[src/common/usc_pkg.sv]
// package: register map, field positions, modes and states of the serial core
package usc_pkg;
  // register byte offsets on the axi4-lite slave
  localparam logic [5:0] OFS_CSA  = 6'h00;
  localparam logic [5:0] OFS_CSB  = 6'h04;
  localparam logic [5:0] OFS_CSC  = 6'h08;
  localparam logic [5:0] OFS_BDL  = 6'h0c;
  localparam logic [5:0] OFS_BDH  = 6'h10;
  localparam logic [5:0] OFS_DATA = 6'h14;
  // ctrl_status_a fields
  localparam int CSA_DS   = 1;
  localparam int CSA_PE   = 2;
  localparam int CSA_DOR  = 3;
  localparam int CSA_FE   = 4;
  localparam int CSA_TXE  = 5;
  localparam int CSA_RXA  = 7;
  // ctrl_status_b fields
  localparam int CSB_TX8  = 0;
  localparam int CSB_RX8  = 1;
  localparam int CSB_CS2  = 2;
  localparam int CSB_TXEN = 3;
  localparam int CSB_RXEN = 4;
  // ctrl_status_c fields
  localparam int CSC_POL  = 0;
  localparam int CSC_CS0  = 1;
  localparam int CSC_STOP = 3;
  localparam int CSC_PM0  = 4;
  localparam int CSC_SYNC = 6;
  localparam int CSC_XDIR = 7;
  // reset values of the control fields
  localparam logic [7:0]  RST_BYTE = 8'h00;
  localparam logic [11:0] RST_DIV  = 12'h000;
  // frame format encodings
  localparam logic [2:0] CS_NINE   = 3'h7;
  localparam logic [3:0] BITS_BASE = 4'h5;
  localparam logic [3:0] BITS_NINE = 4'h9;
  localparam logic [1:0] PM_OFF    = 2'h0;
  localparam logic [1:0] PM_EVEN   = 2'h2;
  localparam logic [1:0] PM_ODD    = 2'h3;
  // divide-by-16 / divide-by-8 prescale tops and mid-bit sample points
  localparam logic [3:0] PRE_NORM  = 4'hf;
  localparam logic [3:0] PRE_DBL   = 4'h7;
  localparam logic [3:0] MID_NORM  = 4'h7;
  localparam logic [3:0] MID_DBL   = 4'h3;
  // axi responses
  localparam logic [1:0] RESP_OK   = 2'h0;
  localparam logic [1:0] RESP_ERR  = 2'h2;

  typedef struct packed {
    logic       sync_select;
    logic       xfer_clock_direction;
    logic       sync_clock_polarity;
    logic       double_speed;
    logic [2:0] char_size_field;
    logic [1:0] parity_mode_field;
    logic       stop_bit_count_select;
  } usc_cfg_s;

  typedef struct packed {
    logic [8:0] data;
    logic       frame_error;
    logic       parity_error;
  } usc_rx_s;

  typedef enum logic [4:0] {
    TX_IDLE  = 5'h01,
    TX_START = 5'h02,
    TX_DATA  = 5'h04,
    TX_PAR   = 5'h08,
    TX_STOP  = 5'h10
  } usc_tx_e;

  typedef enum logic [4:0] {
    RX_IDLE  = 5'h01,
    RX_START = 5'h02,
    RX_DATA  = 5'h04,
    RX_PAR   = 5'h08,
    RX_STOP  = 5'h10
  } usc_rx_e;
endpackage

[src/hdl/usc_core.sv]
// serial transceiver core: baud generator, clock modes, frame tx/rx, axi4-lite registers
// Summary of operation
// - counter reloads at zero or low-byte write
// - one tick per counter zero
// - tx divides tick by 16, 8, 2
// - rx recovery steps on tick, 16/8 states
// - divisor is twelve bits wide
// - sync select; direction picks master or slave
// - double speed only affects asynchronous mode
// - double speed rx uses 8 samples
// - clock pin used only in sync mode
// - slave clock synchronised then edge detected
// - sample on edge opposite output change
// - polarity picks change and sample edges
// - thirty formats: 5-9 bits, parity, stops
// - start, data lsb first, parity, stops
// - next frame at once or idle high
// - tx and rx share one format setting
// - only first stop bit checked for error
// - parity is xor, inverted for odd
// - single write buffer ahead of shifter
// - two-entry rx buffer with error flags
// - size 7 means nine bits, ninth separate
`timescale 1ns/1ns
module usc_core
  import usc_pkg::*;
(
  input  wire logic        aclk,
  input  wire logic        aresetn,
  input  wire logic [5:0]  s_awaddr,
  input  wire logic        s_awvalid,
  output logic             s_awready,
  input  wire logic [31:0] s_wdata,
  input  wire logic [3:0]  s_wstrb,
  input  wire logic        s_wvalid,
  output logic             s_wready,
  output logic [1:0]       s_bresp,
  output logic             s_bvalid,
  input  wire logic        s_bready,
  input  wire logic [5:0]  s_araddr,
  input  wire logic        s_arvalid,
  output logic             s_arready,
  output logic [31:0]      s_rdata,
  output logic [1:0]       s_rresp,
  output logic             s_rvalid,
  input  wire logic        s_rready,
  input  wire logic        serial_in_pin,
  output logic             serial_out_pin,
  input  wire logic        xck_in,
  output logic             xck_out,
  output logic             xck_oe
);
  usc_cfg_s    cfg_reg;
  logic        tx_en_reg, rx_en_reg, ninth_tx_reg;
  logic [11:0] div_reg;
  logic [5:0]  awaddr_reg;
  logic [31:0] wdata_reg;
  logic        wlane0_reg, aw_held_reg, w_held_reg;
  logic        wr_go, rd_go, wr_bad, bdl_wr, data_wr, data_rd;
  logic [11:0] div_next;
  logic [11:0] baud_cnt_reg;
  logic        tick;
  logic        xs1_reg, xs2_reg, xs3_reg, rs1_reg, rs2_reg, rx_last_reg;
  logic        x_rise, x_fall, tx_step, samp, master;
  logic [3:0]  tx_pre_reg, rx_cnt_reg, pre_top, mid_pt, nbits;
  logic [8:0]  mask;
  usc_tx_e     tx_state_reg;
  logic [8:0]  tx_buf_reg, tx_sh_reg;
  logic        tx_full_reg, tx_par_reg, tx_load, stop_idx_reg;
  logic [3:0]  tx_idx_reg;
  usc_rx_e     rx_state_reg;
  logic [8:0]  rx_sh_reg;
  logic [3:0]  rx_idx_reg;
  logic        rx_pe_reg, rx_push, dor_reg;
  usc_rx_s     rx_mem [2];
  logic        rx_wp_reg, rx_rp_reg;
  logic [1:0]  rx_cnt_q_reg;
  usc_rx_s     rx_head;

  // shared format decode: one setting serves both directions
  assign nbits   = (cfg_reg.char_size_field == CS_NINE) ? BITS_NINE
                   : BITS_BASE + {2'h0, cfg_reg.char_size_field[1:0]};
  assign mask    = ~(9'h1ff << nbits);
  assign master  = cfg_reg.sync_select && cfg_reg.xfer_clock_direction;
  // double speed ignored when synchronous
  assign pre_top = (cfg_reg.double_speed && !cfg_reg.sync_select) ? PRE_DBL : PRE_NORM;
  assign mid_pt  = (cfg_reg.double_speed && !cfg_reg.sync_select) ? MID_DBL : MID_NORM;
  assign rx_head = rx_mem[rx_rp_reg];

  // axi write: address and data held independently, done when both present
  assign wr_go   = aw_held_reg && w_held_reg && !s_bvalid;
  assign wr_bad  = awaddr_reg > OFS_DATA || awaddr_reg[1:0] != 2'h0;
  assign bdl_wr  = wr_go && wlane0_reg && awaddr_reg == OFS_BDL;
  assign data_wr = wr_go && wlane0_reg && awaddr_reg == OFS_DATA;
  assign rd_go   = s_arvalid && s_arready;
  assign data_rd = rd_go && s_araddr == OFS_DATA;
  assign div_next = {div_reg[11:8], wdata_reg[7:0]};

  always_ff @(posedge aclk) begin
    if (!aresetn) begin
      aw_held_reg <= 1'b0;
      w_held_reg  <= 1'b0;
      awaddr_reg  <= 6'h00;
      wdata_reg   <= 32'h0000_0000;
      wlane0_reg  <= 1'b0;
      s_awready   <= 1'b0;
      s_wready    <= 1'b0;
      s_bvalid    <= 1'b0;
      s_bresp     <= RESP_OK;
    end else begin
      s_awready <= !aw_held_reg && !(s_awvalid && s_awready);
      s_wready  <= !w_held_reg && !(s_wvalid && s_wready);
      if (s_awvalid && s_awready) begin
        aw_held_reg <= 1'b1;
        awaddr_reg  <= s_awaddr;
      end
      if (s_wvalid && s_wready) begin
        w_held_reg <= 1'b1;
        wdata_reg  <= s_wdata;
        wlane0_reg <= s_wstrb[0];
      end
      if (wr_go) begin
        aw_held_reg <= 1'b0;
        w_held_reg  <= 1'b0;
        s_bvalid    <= 1'b1;
        s_bresp     <= wr_bad ? RESP_ERR : RESP_OK;
      end else if (s_bready) begin
        s_bvalid <= 1'b0;
      end
    end
  end

  // control registers; only byte lane 0 carries data
  always_ff @(posedge aclk) begin
    if (!aresetn) begin
      cfg_reg      <= '0;
      tx_en_reg    <= 1'b0;
      rx_en_reg    <= 1'b0;
      ninth_tx_reg <= 1'b0;
      div_reg      <= RST_DIV;
    end else if (wr_go && wlane0_reg) begin
      case (awaddr_reg)
        OFS_CSA: cfg_reg.double_speed <= wdata_reg[CSA_DS];
        OFS_CSB: begin
          ninth_tx_reg                <= wdata_reg[CSB_TX8];
          cfg_reg.char_size_field[2]  <= wdata_reg[CSB_CS2];
          tx_en_reg                   <= wdata_reg[CSB_TXEN];
          rx_en_reg                   <= wdata_reg[CSB_RXEN];
        end
        OFS_CSC: begin
          cfg_reg.sync_clock_polarity     <= wdata_reg[CSC_POL];
          cfg_reg.char_size_field[1:0]    <= wdata_reg[CSC_CS0 +: 2];
          cfg_reg.stop_bit_count_select   <= wdata_reg[CSC_STOP];
          cfg_reg.parity_mode_field       <= wdata_reg[CSC_PM0 +: 2];
          cfg_reg.sync_select             <= wdata_reg[CSC_SYNC];
          cfg_reg.xfer_clock_direction    <= wdata_reg[CSC_XDIR];
        end
        OFS_BDL: div_reg <= div_next;
        OFS_BDH: div_reg[11:8] <= wdata_reg[3:0];
        default: ;
      endcase
    end
  end

  // axi read: answer one cycle after the address is taken
  always_ff @(posedge aclk) begin
    if (!aresetn) begin
      s_arready <= 1'b0;
      s_rvalid  <= 1'b0;
      s_rdata   <= 32'h0000_0000;
      s_rresp   <= RESP_OK;
    end else begin
      s_arready <= !s_rvalid && !rd_go;
      if (rd_go) begin
        s_rvalid <= 1'b1;
        s_rresp  <= RESP_OK;
        s_rdata  <= 32'h0000_0000;
        case (s_araddr)
          OFS_CSA: begin
            s_rdata[CSA_DS]  <= cfg_reg.double_speed;
            s_rdata[CSA_PE]  <= rx_head.parity_error;
            s_rdata[CSA_DOR] <= dor_reg;
            s_rdata[CSA_FE]  <= rx_head.frame_error;
            s_rdata[CSA_TXE] <= !tx_full_reg;
            s_rdata[CSA_RXA] <= rx_cnt_q_reg != 2'h0;
          end
          OFS_CSB: s_rdata[7:0] <= {3'h0, rx_en_reg, tx_en_reg, cfg_reg.char_size_field[2],
                                    rx_head.data[8], ninth_tx_reg};
          OFS_CSC: s_rdata[7:0] <= {cfg_reg.xfer_clock_direction, cfg_reg.sync_select,
                                    cfg_reg.parity_mode_field, cfg_reg.stop_bit_count_select,
                                    cfg_reg.char_size_field[1:0], cfg_reg.sync_clock_polarity};
          OFS_BDL: s_rdata[7:0] <= div_reg[7:0];
          OFS_BDH: s_rdata[3:0] <= div_reg[11:8];
          OFS_DATA: s_rdata[7:0] <= rx_head.data[7:0];
          default: s_rresp <= RESP_ERR;
        endcase
      end else if (s_rready) begin
        s_rvalid <= 1'b0;
      end
    end
  end

  // baud down-counter; a low-byte write restarts it with the new value
  assign tick = baud_cnt_reg == 12'h000;
  always_ff @(posedge aclk) begin
    if (!aresetn) begin
      baud_cnt_reg <= RST_DIV;
    end else if (bdl_wr) begin
      baud_cnt_reg <= div_next;
    end else if (tick) begin
      baud_cnt_reg <= div_reg;
    end else begin
      baud_cnt_reg <= baud_cnt_reg - 12'h001;
    end
  end

  // pin synchronisers; xs3 only feeds the slave edge detector
  always_ff @(posedge aclk) begin
    if (!aresetn) begin
      xs1_reg <= 1'b0;
      xs2_reg <= 1'b0;
      xs3_reg <= 1'b0;
      rs1_reg <= 1'b1;
      rs2_reg <= 1'b1;
    end else begin
      xs1_reg <= xck_in;
      xs2_reg <= xs1_reg;
      xs3_reg <= xs2_reg;
      rs1_reg <= serial_in_pin;
      rs2_reg <= rs1_reg;
    end
  end

  // master toggles the clock pin per tick, so one bit spans two ticks
  always_ff @(posedge aclk) begin
    if (!aresetn) begin
      xck_out <= 1'b0;
      xck_oe  <= 1'b0;
    end else begin
      xck_oe <= master;
      if (!master) begin
        xck_out <= cfg_reg.sync_clock_polarity;
      end else if (tick) begin
        xck_out <= !xck_out;
      end
    end
  end

  // edge pulses; slave relies on the peer clock staying under a quarter of aclk
  assign x_rise = master ? (tick && !xck_out) : (xs2_reg && !xs3_reg);
  assign x_fall = master ? (tick && xck_out) : (!xs2_reg && xs3_reg);
  // change on one edge, sample on the other
  assign tx_step = cfg_reg.sync_select ? (cfg_reg.sync_clock_polarity ? x_fall : x_rise)
                   : (tick && tx_pre_reg == 4'h0);
  assign samp    = cfg_reg.sync_select ? (cfg_reg.sync_clock_polarity ? x_rise : x_fall)
                   : (tick && rx_cnt_reg == mid_pt);

  // transmit prescaler divides ticks by 16 or 8
  always_ff @(posedge aclk) begin
    if (!aresetn) begin
      tx_pre_reg <= 4'h0;
    end else if (tick) begin
      tx_pre_reg <= (tx_pre_reg == 4'h0) ? pre_top : tx_pre_reg - 4'h1;
    end
  end

  // single write buffer ahead of the shifter; a new write beats a load
  assign tx_load = tx_step && tx_full_reg && tx_en_reg
                   && (tx_state_reg == TX_IDLE
                       || (tx_state_reg == TX_STOP && !(cfg_reg.stop_bit_count_select && !stop_idx_reg)));
  always_ff @(posedge aclk) begin
    if (!aresetn) begin
      tx_full_reg <= 1'b0;
      tx_buf_reg  <= 9'h000;
    end else if (data_wr) begin
      tx_full_reg <= 1'b1;
      tx_buf_reg  <= {ninth_tx_reg, wdata_reg[7:0]};
    end else if (tx_load) begin
      tx_full_reg <= 1'b0;
    end
  end

  // transmit frame sequencer, steps on tx_step
  always_ff @(posedge aclk) begin
    if (!aresetn) begin
      tx_state_reg   <= TX_IDLE;
      tx_sh_reg      <= 9'h000;
      tx_idx_reg     <= 4'h0;
      tx_par_reg     <= 1'b0;
      stop_idx_reg   <= 1'b0;
      serial_out_pin <= 1'b1;
    end else if (tx_load) begin
      tx_sh_reg      <= tx_buf_reg & mask;
      tx_par_reg     <= ^(tx_buf_reg & mask) ^ cfg_reg.parity_mode_field[0];
      tx_idx_reg     <= 4'h0;
      serial_out_pin <= 1'b0;
      tx_state_reg   <= TX_START;
    end else if (tx_step) begin
      case (tx_state_reg)
        TX_START: begin
          serial_out_pin <= tx_sh_reg[0];
          tx_sh_reg      <= tx_sh_reg >> 1;
          tx_state_reg   <= TX_DATA;
        end
        TX_DATA: begin
          stop_idx_reg <= 1'b0;
          if (tx_idx_reg == nbits - 4'h1) begin
            serial_out_pin <= cfg_reg.parity_mode_field[1] ? tx_par_reg : 1'b1;
            tx_state_reg   <= cfg_reg.parity_mode_field[1] ? TX_PAR : TX_STOP;
          end else begin
            serial_out_pin <= tx_sh_reg[0];
            tx_sh_reg      <= tx_sh_reg >> 1;
            tx_idx_reg     <= tx_idx_reg + 4'h1;
          end
        end
        TX_PAR: begin
          serial_out_pin <= 1'b1;
          tx_state_reg   <= TX_STOP;
        end
        TX_STOP: begin
          if (cfg_reg.stop_bit_count_select && !stop_idx_reg) begin
            stop_idx_reg <= 1'b1;
          end else begin
            tx_state_reg <= TX_IDLE;
          end
        end
        default: begin
          serial_out_pin <= 1'b1;
          tx_state_reg   <= TX_IDLE;
        end
      endcase
    end
  end

  // receive recovery counter: 16 or 8 ticks per bit in asynchronous mode
  always_ff @(posedge aclk) begin
    if (!aresetn) begin
      rx_cnt_reg  <= 4'h0;
      rx_last_reg <= 1'b1;
    end else if (tick) begin
      rx_last_reg <= rs2_reg;
      if (rx_state_reg == RX_IDLE) begin
        rx_cnt_reg <= 4'h0;
      end else begin
        rx_cnt_reg <= (rx_cnt_reg == pre_top) ? 4'h0 : rx_cnt_reg + 4'h1;
      end
    end
  end

  // receive frame sequencer
  assign rx_push = samp && rx_state_reg == RX_STOP;
  always_ff @(posedge aclk) begin
    if (!aresetn) begin
      rx_state_reg <= RX_IDLE;
      rx_sh_reg    <= 9'h000;
      rx_idx_reg   <= 4'h0;
      rx_pe_reg    <= 1'b0;
    end else if (!rx_en_reg) begin
      rx_state_reg <= RX_IDLE;
    end else begin
      case (rx_state_reg)
        RX_IDLE: begin
          rx_sh_reg  <= 9'h000;
          rx_idx_reg <= 4'h0;
          rx_pe_reg  <= 1'b0;
          if (cfg_reg.sync_select && samp && !rs2_reg) begin
            rx_state_reg <= RX_DATA;
          end else if (!cfg_reg.sync_select && tick && rx_last_reg && !rs2_reg) begin
            rx_state_reg <= RX_START;
          end
        end
        RX_START: if (samp) begin
          rx_state_reg <= rs2_reg ? RX_IDLE : RX_DATA;
        end
        RX_DATA: if (samp) begin
          rx_sh_reg[rx_idx_reg] <= rs2_reg;
          rx_idx_reg            <= rx_idx_reg + 4'h1;
          if (rx_idx_reg == nbits - 4'h1) begin
            rx_state_reg <= cfg_reg.parity_mode_field[1] ? RX_PAR : RX_STOP;
          end
        end
        RX_PAR: if (samp) begin
          rx_pe_reg    <= rs2_reg ^ (^rx_sh_reg) ^ cfg_reg.parity_mode_field[0];
          rx_state_reg <= RX_STOP;
        end
        RX_STOP: if (samp) begin
          rx_state_reg <= RX_IDLE;
        end
        default: rx_state_reg <= RX_IDLE;
      endcase
    end
  end

  // two-entry receive buffer; push when full drops the char and flags overrun
  always_ff @(posedge aclk) begin
    if (!aresetn) begin
      rx_wp_reg    <= 1'b0;
      rx_rp_reg    <= 1'b0;
      rx_cnt_q_reg <= 2'h0;
      dor_reg      <= 1'b0;
      rx_mem[0]    <= '0;
      rx_mem[1]    <= '0;
    end else begin
      if (rx_push && rx_cnt_q_reg != 2'h2) begin
        rx_mem[rx_wp_reg] <= '{data: rx_sh_reg, frame_error: !rs2_reg, parity_error: rx_pe_reg};
        rx_wp_reg         <= !rx_wp_reg;
      end
      if (data_rd && rx_cnt_q_reg != 2'h0) begin
        rx_rp_reg <= !rx_rp_reg;
      end
      rx_cnt_q_reg <= rx_cnt_q_reg + {1'b0, rx_push && rx_cnt_q_reg != 2'h2}
                      - {1'b0, data_rd && rx_cnt_q_reg != 2'h0};
      // overrun set wins over the clear by a data read
      if (rx_push && rx_cnt_q_reg == 2'h2) begin
        dor_reg <= 1'b1;
      end else if (data_rd) begin
        dor_reg <= 1'b0;
      end
    end
  end

  property p_reload;
    @(posedge aclk) disable iff (!aresetn) (tick && !bdl_wr) |=> baud_cnt_reg == $past(div_reg);
  endproperty
  a_reload: assert property (p_reload) else $error("baud counter did not reload");
  property p_tick_gap;
    @(posedge aclk) disable iff (!aresetn) (tick && div_reg != 12'h000 && !bdl_wr) |=> !tick;
  endproperty
  a_tick_gap: assert property (p_tick_gap) else $error("tick repeated too soon");
  property p_tx_div;
    @(posedge aclk) disable iff (!aresetn) (tx_step && !cfg_reg.sync_select) |-> tick && tx_pre_reg == 4'h0;
  endproperty
  a_tx_div: assert property (p_tx_div) else $error("tx step off prescale");
  property p_pin_idle;
    @(posedge aclk) disable iff (!aresetn) !cfg_reg.sync_select |=> !xck_oe;
  endproperty
  a_pin_idle: assert property (p_pin_idle) else $error("clock pin driven in async");
  property p_slave_edge;
    @(posedge aclk) disable iff (!aresetn) (cfg_reg.sync_select && !master && $rose(xs2_reg)) |-> x_rise;
  endproperty
  a_slave_edge: assert property (p_slave_edge) else $error("slave edge missed");
  property p_start_low;
    @(posedge aclk) disable iff (!aresetn) tx_load |=> !serial_out_pin && tx_state_reg == TX_START;
  endproperty
  a_start_low: assert property (p_start_low) else $error("start bit not low");
  property p_idle_high;
    @(posedge aclk) disable iff (!aresetn) tx_state_reg == TX_IDLE |-> serial_out_pin;
  endproperty
  a_idle_high: assert property (p_idle_high) else $error("line not idle high");
  property p_parity;
    @(posedge aclk) disable iff (!aresetn) tx_state_reg == TX_PAR |-> serial_out_pin == tx_par_reg;
  endproperty
  a_parity: assert property (p_parity) else $error("parity bit wrong");
  property p_fe;
    @(posedge aclk) disable iff (!aresetn)
      (rx_push && rx_cnt_q_reg == 2'h0 && !data_rd) |=> rx_head.frame_error == !$past(rs2_reg);
  endproperty
  a_fe: assert property (p_fe) else $error("frame error mismatch");
endmodule

[config.mk]
export PLATFORM = sky130hd
export DESIGN_NAME = usc_core
export DESIGN_NICKNAME = d
export VERILOG_FILES = /design/src/common/usc_pkg.sv /design/src/hdl/usc_core.sv
export SDC_FILE = /design/constraint.sdc
export NUM_CORES = 1
export LEC_CHECK = 0
export BUFFER_PORTS_ARGS = -buffer_cell sky130_fd_sc_hd__buf_2
export CAP_MARGIN = 40
export CELL_PAD_IN_SITES_DETAIL_PLACEMENT = 1
export CELL_PAD_IN_SITES_GLOBAL_PLACEMENT = 1
export CORE_ASPECT_RATIO = 1.75
export CORE_MARGIN = 1
export CORE_UTILIZATION = 48
export DETAILED_ROUTE_END_ITERATION = 7
export GPL_TIMING_DRIVEN = 0
export PLACE_DENSITY = 0.95
export SETUP_SLACK_MARGIN = 0.15
export SYNTH_ARGS = -nofsm -noshare
export SYNTH_HDL_FRONTEND = slang
export SYNTH_SLANG_ARGS = --single-unit
[constraint.sdc]
create_clock -name aclk -period 5 [get_ports aclk]
set_input_delay 0.5 -clock aclk [delete_from_list [all_inputs] [get_ports aclk]]
set_output_delay 0.5 -clock aclk [all_outputs]
set_load 0.005 [all_outputs]
======== Word level (Yosys, flattened, before mapping) ========
Memory sizes are Yosys's and may differ from the RTL's. A register that Yosys moved wholly into a read port is not among the register bits.
Index checks and enable logic that the tools add are counted.
word-level totals
  flip-flop bits (word level) ............. 142
  bits in latches ......................... 0
  memory bits (writable) .................. 22
  ROM bits ................................ 0
  output and inout bits ................... 44
  word-level logic and storage cells ...... 282
  memories kept ........................... 1
cells by class
  $add $sub $neg .......................... 9
  multiply operators ...................... 0
  divide/modulo/power cells ............... 0
  order comparisons ....................... 3
  eq/ne operators ......................... 41
  shifts and indexed selects .............. 1
  mux-type cells .......................... 75
  bitwise operators ....................... 8
  reductions and logical operators ........ 90
memory list
  name    words  bits a word  read ports  clocked after memory_dff  wr ports  line            source
  rx_mem  2      11           1           1                         2         usc_core.sv:75  usc_rx_s rx_mem [2];
operator list
  cell                                                                  count
  5-bit 2-to-1 mux                                                      10
  9-bit 2-to-1 mux                                                      4
  9-bit one-hot mux with 2 select lines                                 2
  1-bit logical AND                                                     35
  1-bit 2-to-1 mux                                                      31
  5-bit one-hot mux with 5 select lines                                 1
  6-bit by 4-bit == test with 1-bit output, second input constant       4
  6-bit by 5-bit == test with 1-bit output, second input constant       4
  12-bit 2-to-1 mux                                                     2
  4-bit 2-to-1 mux                                                      6
  2-bit != test, second input constant                                  10
  5-bit one-hot mux with 4 select lines                                 1
  2-bit nonzero test                                                    10
  3-bit one-hot mux with 6 select lines                                 1
  3-bit AND reduction                                                   6
  9-bit parity                                                          2
  1-bit logical NOT                                                     17
  2-bit AND reduction                                                   7
  4-bit by 1-bit adder with 4-bit output, second input constant         3
  4-bit == test                                                         3
  6-bit by 3-bit == test with 1-bit output, second input constant       2
  12-bit logical NOT                                                    1
  6-bit logical NOT                                                     2
  12-bit by 1-bit subtractor with 12-bit output, second input constant  1
  other kinds (42)                                                      62

======== Logic depth before layout (Yosys ltp) ========
  depth in word-level cells ............... 13
  depth in mapped cells ................... 14
  depth with buffers taken out ............ 13

======== Least setup slack after synthesis ========
OpenSTA, ideal clock, no wires.
  path type ............................... register to register
  from .................................... reg baud_cnt_reg[0]
  to ...................................... mem rx_mem[0][0] (netlist bit), enable pin
  library setup time ...................... 0.394 ns
  arrival ................................. 2.626 ns
  data required time ...................... 4.606 ns
  path slack .............................. 1.980 ns
  stages on the path, launching flop included .. 9
  clock period less this slack ............ 3.020 ns
  cell sequence ........................... dfxtp_1 > inv_1 > ha_1 > nor3b_2 > nand3_4 > or2_4 > a221oi_4 > inv_1 > o21ai_0
RTL lines
  what                      line             source
  start: declaration        usc_core.sv:61   logic [11:0] baud_cnt_reg;
  start signal: assignment  usc_core.sv:209  baud_cnt_reg <= div_next;
  start signal: assignment  usc_core.sv:211  baud_cnt_reg <= div_reg;
  start signal: assignment  usc_core.sv:213  baud_cnt_reg <= baud_cnt_reg - 12'h001;
  end: declaration          usc_core.sv:75

======== Final worst setup path ========
  from .................................... reg cfg_reg[4] (netlist bit)
  to ...................................... reg tx_sh_reg[0]
between the ends
  longest elaborated chain between the ends .. 6
RTL lines
  what                                                                                                        line                             source
  start: declaration                                                                                          usc_core.sv:53                   usc_cfg_s cfg_reg;
  3-bit by 2-bit adder with 4-bit output or 3-bit == test (tied branches)                                     usc_core.sv:82, usc_core.sv:81
  4-bit 2-to-1 mux *                                                                                          usc_core.sv:81                   assign nbits = (cfg_reg.char_size_field == CS_NINE) ? BITS_NINE
  4-bit by 1-bit subtractor with 4-bit output or 9-bit by 4-bit left shift with 9-bit output (tied branches)  usc_core.sv:307, usc_core.sv:83
  4-bit == test or 9-bit NOT (tied branches)                                                                  usc_core.sv:307, usc_core.sv:83
  3-bit != test (no line) or 9-bit AND (tied branches)                                                        n/a
  3-bit AND reduction (no line) or 9-bit 2-to-1 mux (tied branches)                                           n/a
  end signal: assignment                                                                                      usc_core.sv:293                  tx_sh_reg <= tx_buf_reg & mask;
  end signal: assignment                                                                                      usc_core.sv:302                  tx_sh_reg <= tx_sh_reg >> 1;
  end signal: assignment                                                                                      usc_core.sv:312                  tx_sh_reg <= tx_sh_reg >> 1;
  end: declaration                                                                                            usc_core.sv:68                   logic [8:0] tx_buf_reg, tx_sh_reg;
Mark *: on every way between the ends. The rest lies on a longest branch, timed or not.
A chain may end at the register's enable or synchronous reset.

==> results.yml <==
cts:
  postCtsSetupBuffers: 0
  cts_tree: "built"
  clock_sinks: 163
  ctsResizeCount: 0
  clk_latency_ns: 0.45
  root_buffer: "clkbuf_16"
  clk_path_buf_depth: 2
  hold_buffers: 0
  htree_num_levels: 4
  path_clk_slew_ns: 0.07
  cts_buffers: 17
sta:
  rsz0062_at_grt: "no"
  finalSetupViolations: 0
  slew_headroom: 0.334
  finalHoldViolations: 0
  min_period_over_period: 0.766
  worstMarginPinSlew_ns: 0.999
  fmax_mhz: 261
  min_period_ns: 3.83
  finalClockSkew_ns: 0.0127
  slew_viol_final: 0
  setup_slack_ns: 1.17
  tns_ns: 0
finish:
  seq_area_sq_mm: 0.00348
  multi_input_area_sq_mm: 0.00439
  largest_register_ffs: 22
  final_core_util: 0.563
  fin_cells: 1267
  diodes: 0
  final_nets: 1102
  mostFrequentLayoutCells: "141 x dfxtp_1, 112 x nand2_1, 92 x a21oi_1"
  drive_above_1_share: 0.137
  area_delta_synth_final_pct: 14.8
  final_common_cell: "dfxtp_1"
  fillerInstances: 2023
worst_setup_path:
  crit_chain: "ha_1, a21boi_0, ha_1, ha_1, xor2_1, o2111a_1, o211ai_1, a211o_1, buf_2, and2_1, buf_2, a211oi_1"
  crit_fanout: 9
  cp-start-kind: "register"
  worst_setup_path_end_kind: "register"
  crit_type: "register to register"
  cpMostUsedCell: "ha_1"
  required_ns: 5.34
  crit_path_top_delay_cell: "dfxtp_1"
  crit_arrival_ns: 4.17
  slowest_delay_ns: 0.61
die:
  io_pins: 101
  core_sq_mm: 0.0169
  die_width_um: 101
  die-area_sq_mm: 0.0178
  die_height_um: 176
  initial_core_util: 0.491
  rows: 63
pwr:
  cellLeakagePower_nw: 3.57
  p_sw_w: 0.00112
  pwr-share-seq: 0.416
  clkPwrFrac: 0.398
  irDropWorstVdd_uv: 191
  pwr-share-comb: 0.185
  netSwitchingFraction: 0.313
  internal-power_w: 0.00246
  powerDensity_mw_per_mm2: 376
  power_w: 0.00358
route:
  first_pass_iters: 5
  drc: 0
  vias: 7889
  wirelength_mm: 30.6
  post_drt_wl_per_cell_um: 24.1
  postRouteAntennaNets: 0
  drtIter0Drc: 646
  vias_per_cell: 6.23
synth:
  yosys_most_used_dff: "dfxtp_1"
  ys_seq_elements: 163
  synth_cell_type_count: 80
  synth_area_sq_mm: 0.00828
  async_flop_share: 0
  syn-instance-count: 937
  ys_seq_area_frac: 0.421
  yosys_warnings: 0
  synth_edf_count: 22
  syn_area_per_cell_sq_um: 8.83
global_route:
  grt_max_degree: 17
  grt-ovfl-total: 0
  grt_antenna_before_repair: 0
  grt_pass1_vias: 8472
  grt_pass1_wl_mm: 47.6
  grt_usage: 0.360
placement:
  place_hpwl_mm: 19.4
  dp.cells: 1235
  io_buffers: 44
  place_congestion: 0.939
  pre_cts_slack_ns: 1.56
flow_run:
  maxCapViolCount: 0
outcome:
  outcome: "complete, no violations"
hold_path:
  min_path_type: "primary input to register"
[per-stage QoR]
| step | cell area [sq um] | hold slack, ns |
|---|---|---|
| global placement | 8870 | 0.390 |
| CTS | 9500 | 0.230 |
| global route | 9500 | 0.248 |
| finish | 9500 | 0.236 |
| floorplan | 8370 | 0.386 |
| detailed placement | 8880 | 0.402 |
[cell families (layout without fill, tap and decap cells)]
family | after synthesis | in the layout | share of synthesized area
compound gates | 216 | 216 | 0.170
simple gates | 347 | 347 | 0.208
buf+inv | 101 | 179 | 0.0602
other cells | 1 | 26 | 0.000453
fa+ha+maj | 18 | 18 | 0.0272
flops | 163 | 163 | 0.421
mux | 53 | 53 | 0.0711
xor+xnor | 38 | 38 | 0.0419
[cells in the mapped netlist (all sizes together) (19+ instances only)]
cell | number | area [sq um]
edfxtp | 22 | 661
dfxtp | 141 | 2820
o21ai | 34 | 174
buf | 42 | 277
nor2 | 83 | 312
o211ai | 19 | 161
nand3 | 28 | 153
inv | 22 | 82.6
xnor2 | 27 | 236
mux2i | 43 | 430
nand2 | 112 | 420
clkbuf | 37 | 139
and2 | 35 | 219
a21oi | 92 | 460
[power by group through the flow]
| stage | clock (W) | sequential [W] | combinational [W] |
|---|---|---|---|
| CTS | 0.00142 | 0.00148 | 0.000652 |
| global placement | 0 | 0.00150 | 0.000583 |
| global route | 0.00148 | 0.00149 | 0.000729 |
| finish | 0.00142 | 0.00149 | 0.000663 |
| detailed placement | 0 | 0.00151 | 0.000624 |
| floorplan | 0 | 0.00149 | 0.000458 |
[worst paths after layout]
path                 startpoint  cells after the start            to  slack (ns)
setup / recovery     cfg_reg[4]                     12  tx_sh_reg[0]        1.17
hold / removal    serial_in_pin                      2       rs1_reg        0.24
setup reg to reg     cfg_reg[4]                     12  tx_sh_reg[0]        1.17
hold reg to reg         rs1_reg                      1       rs2_reg        0.41
[worst max-delay path: cells and delay by family, from the launching register on]
kind	cells	cell delay, ns
DFF	1	0.61
adders and majority gates	3	1.05
buffers and inverters	2	0.37
AOI/OAI and AO/OA	5	1.31
and+or+nand+nor	1	0.18
xor gates and xnor gates	1	0.21
[layer usage]
layer  global-route usage  part of all wire
met1                0.377              0.35
met3               0.0768             0.062
met4                0.292             0.088
met5                    0                 0
met2                0.610              0.50
[final cells by class]
type | count | area share
Multi-Input combinational cell | 698 | 0.462
Sequential cell | 163 | 0.367
Clock buffer | 17 | 0.0448
Buffer | 79 | 0.0437
Tap cell | 227 | 0.0299
Timing Repair Buffer | 46 | 0.0241
Clock inverter | 15 | 0.0205
Inverter | 22 | 0.00869
No activity file was read; power rests on OpenSTA's default activity.
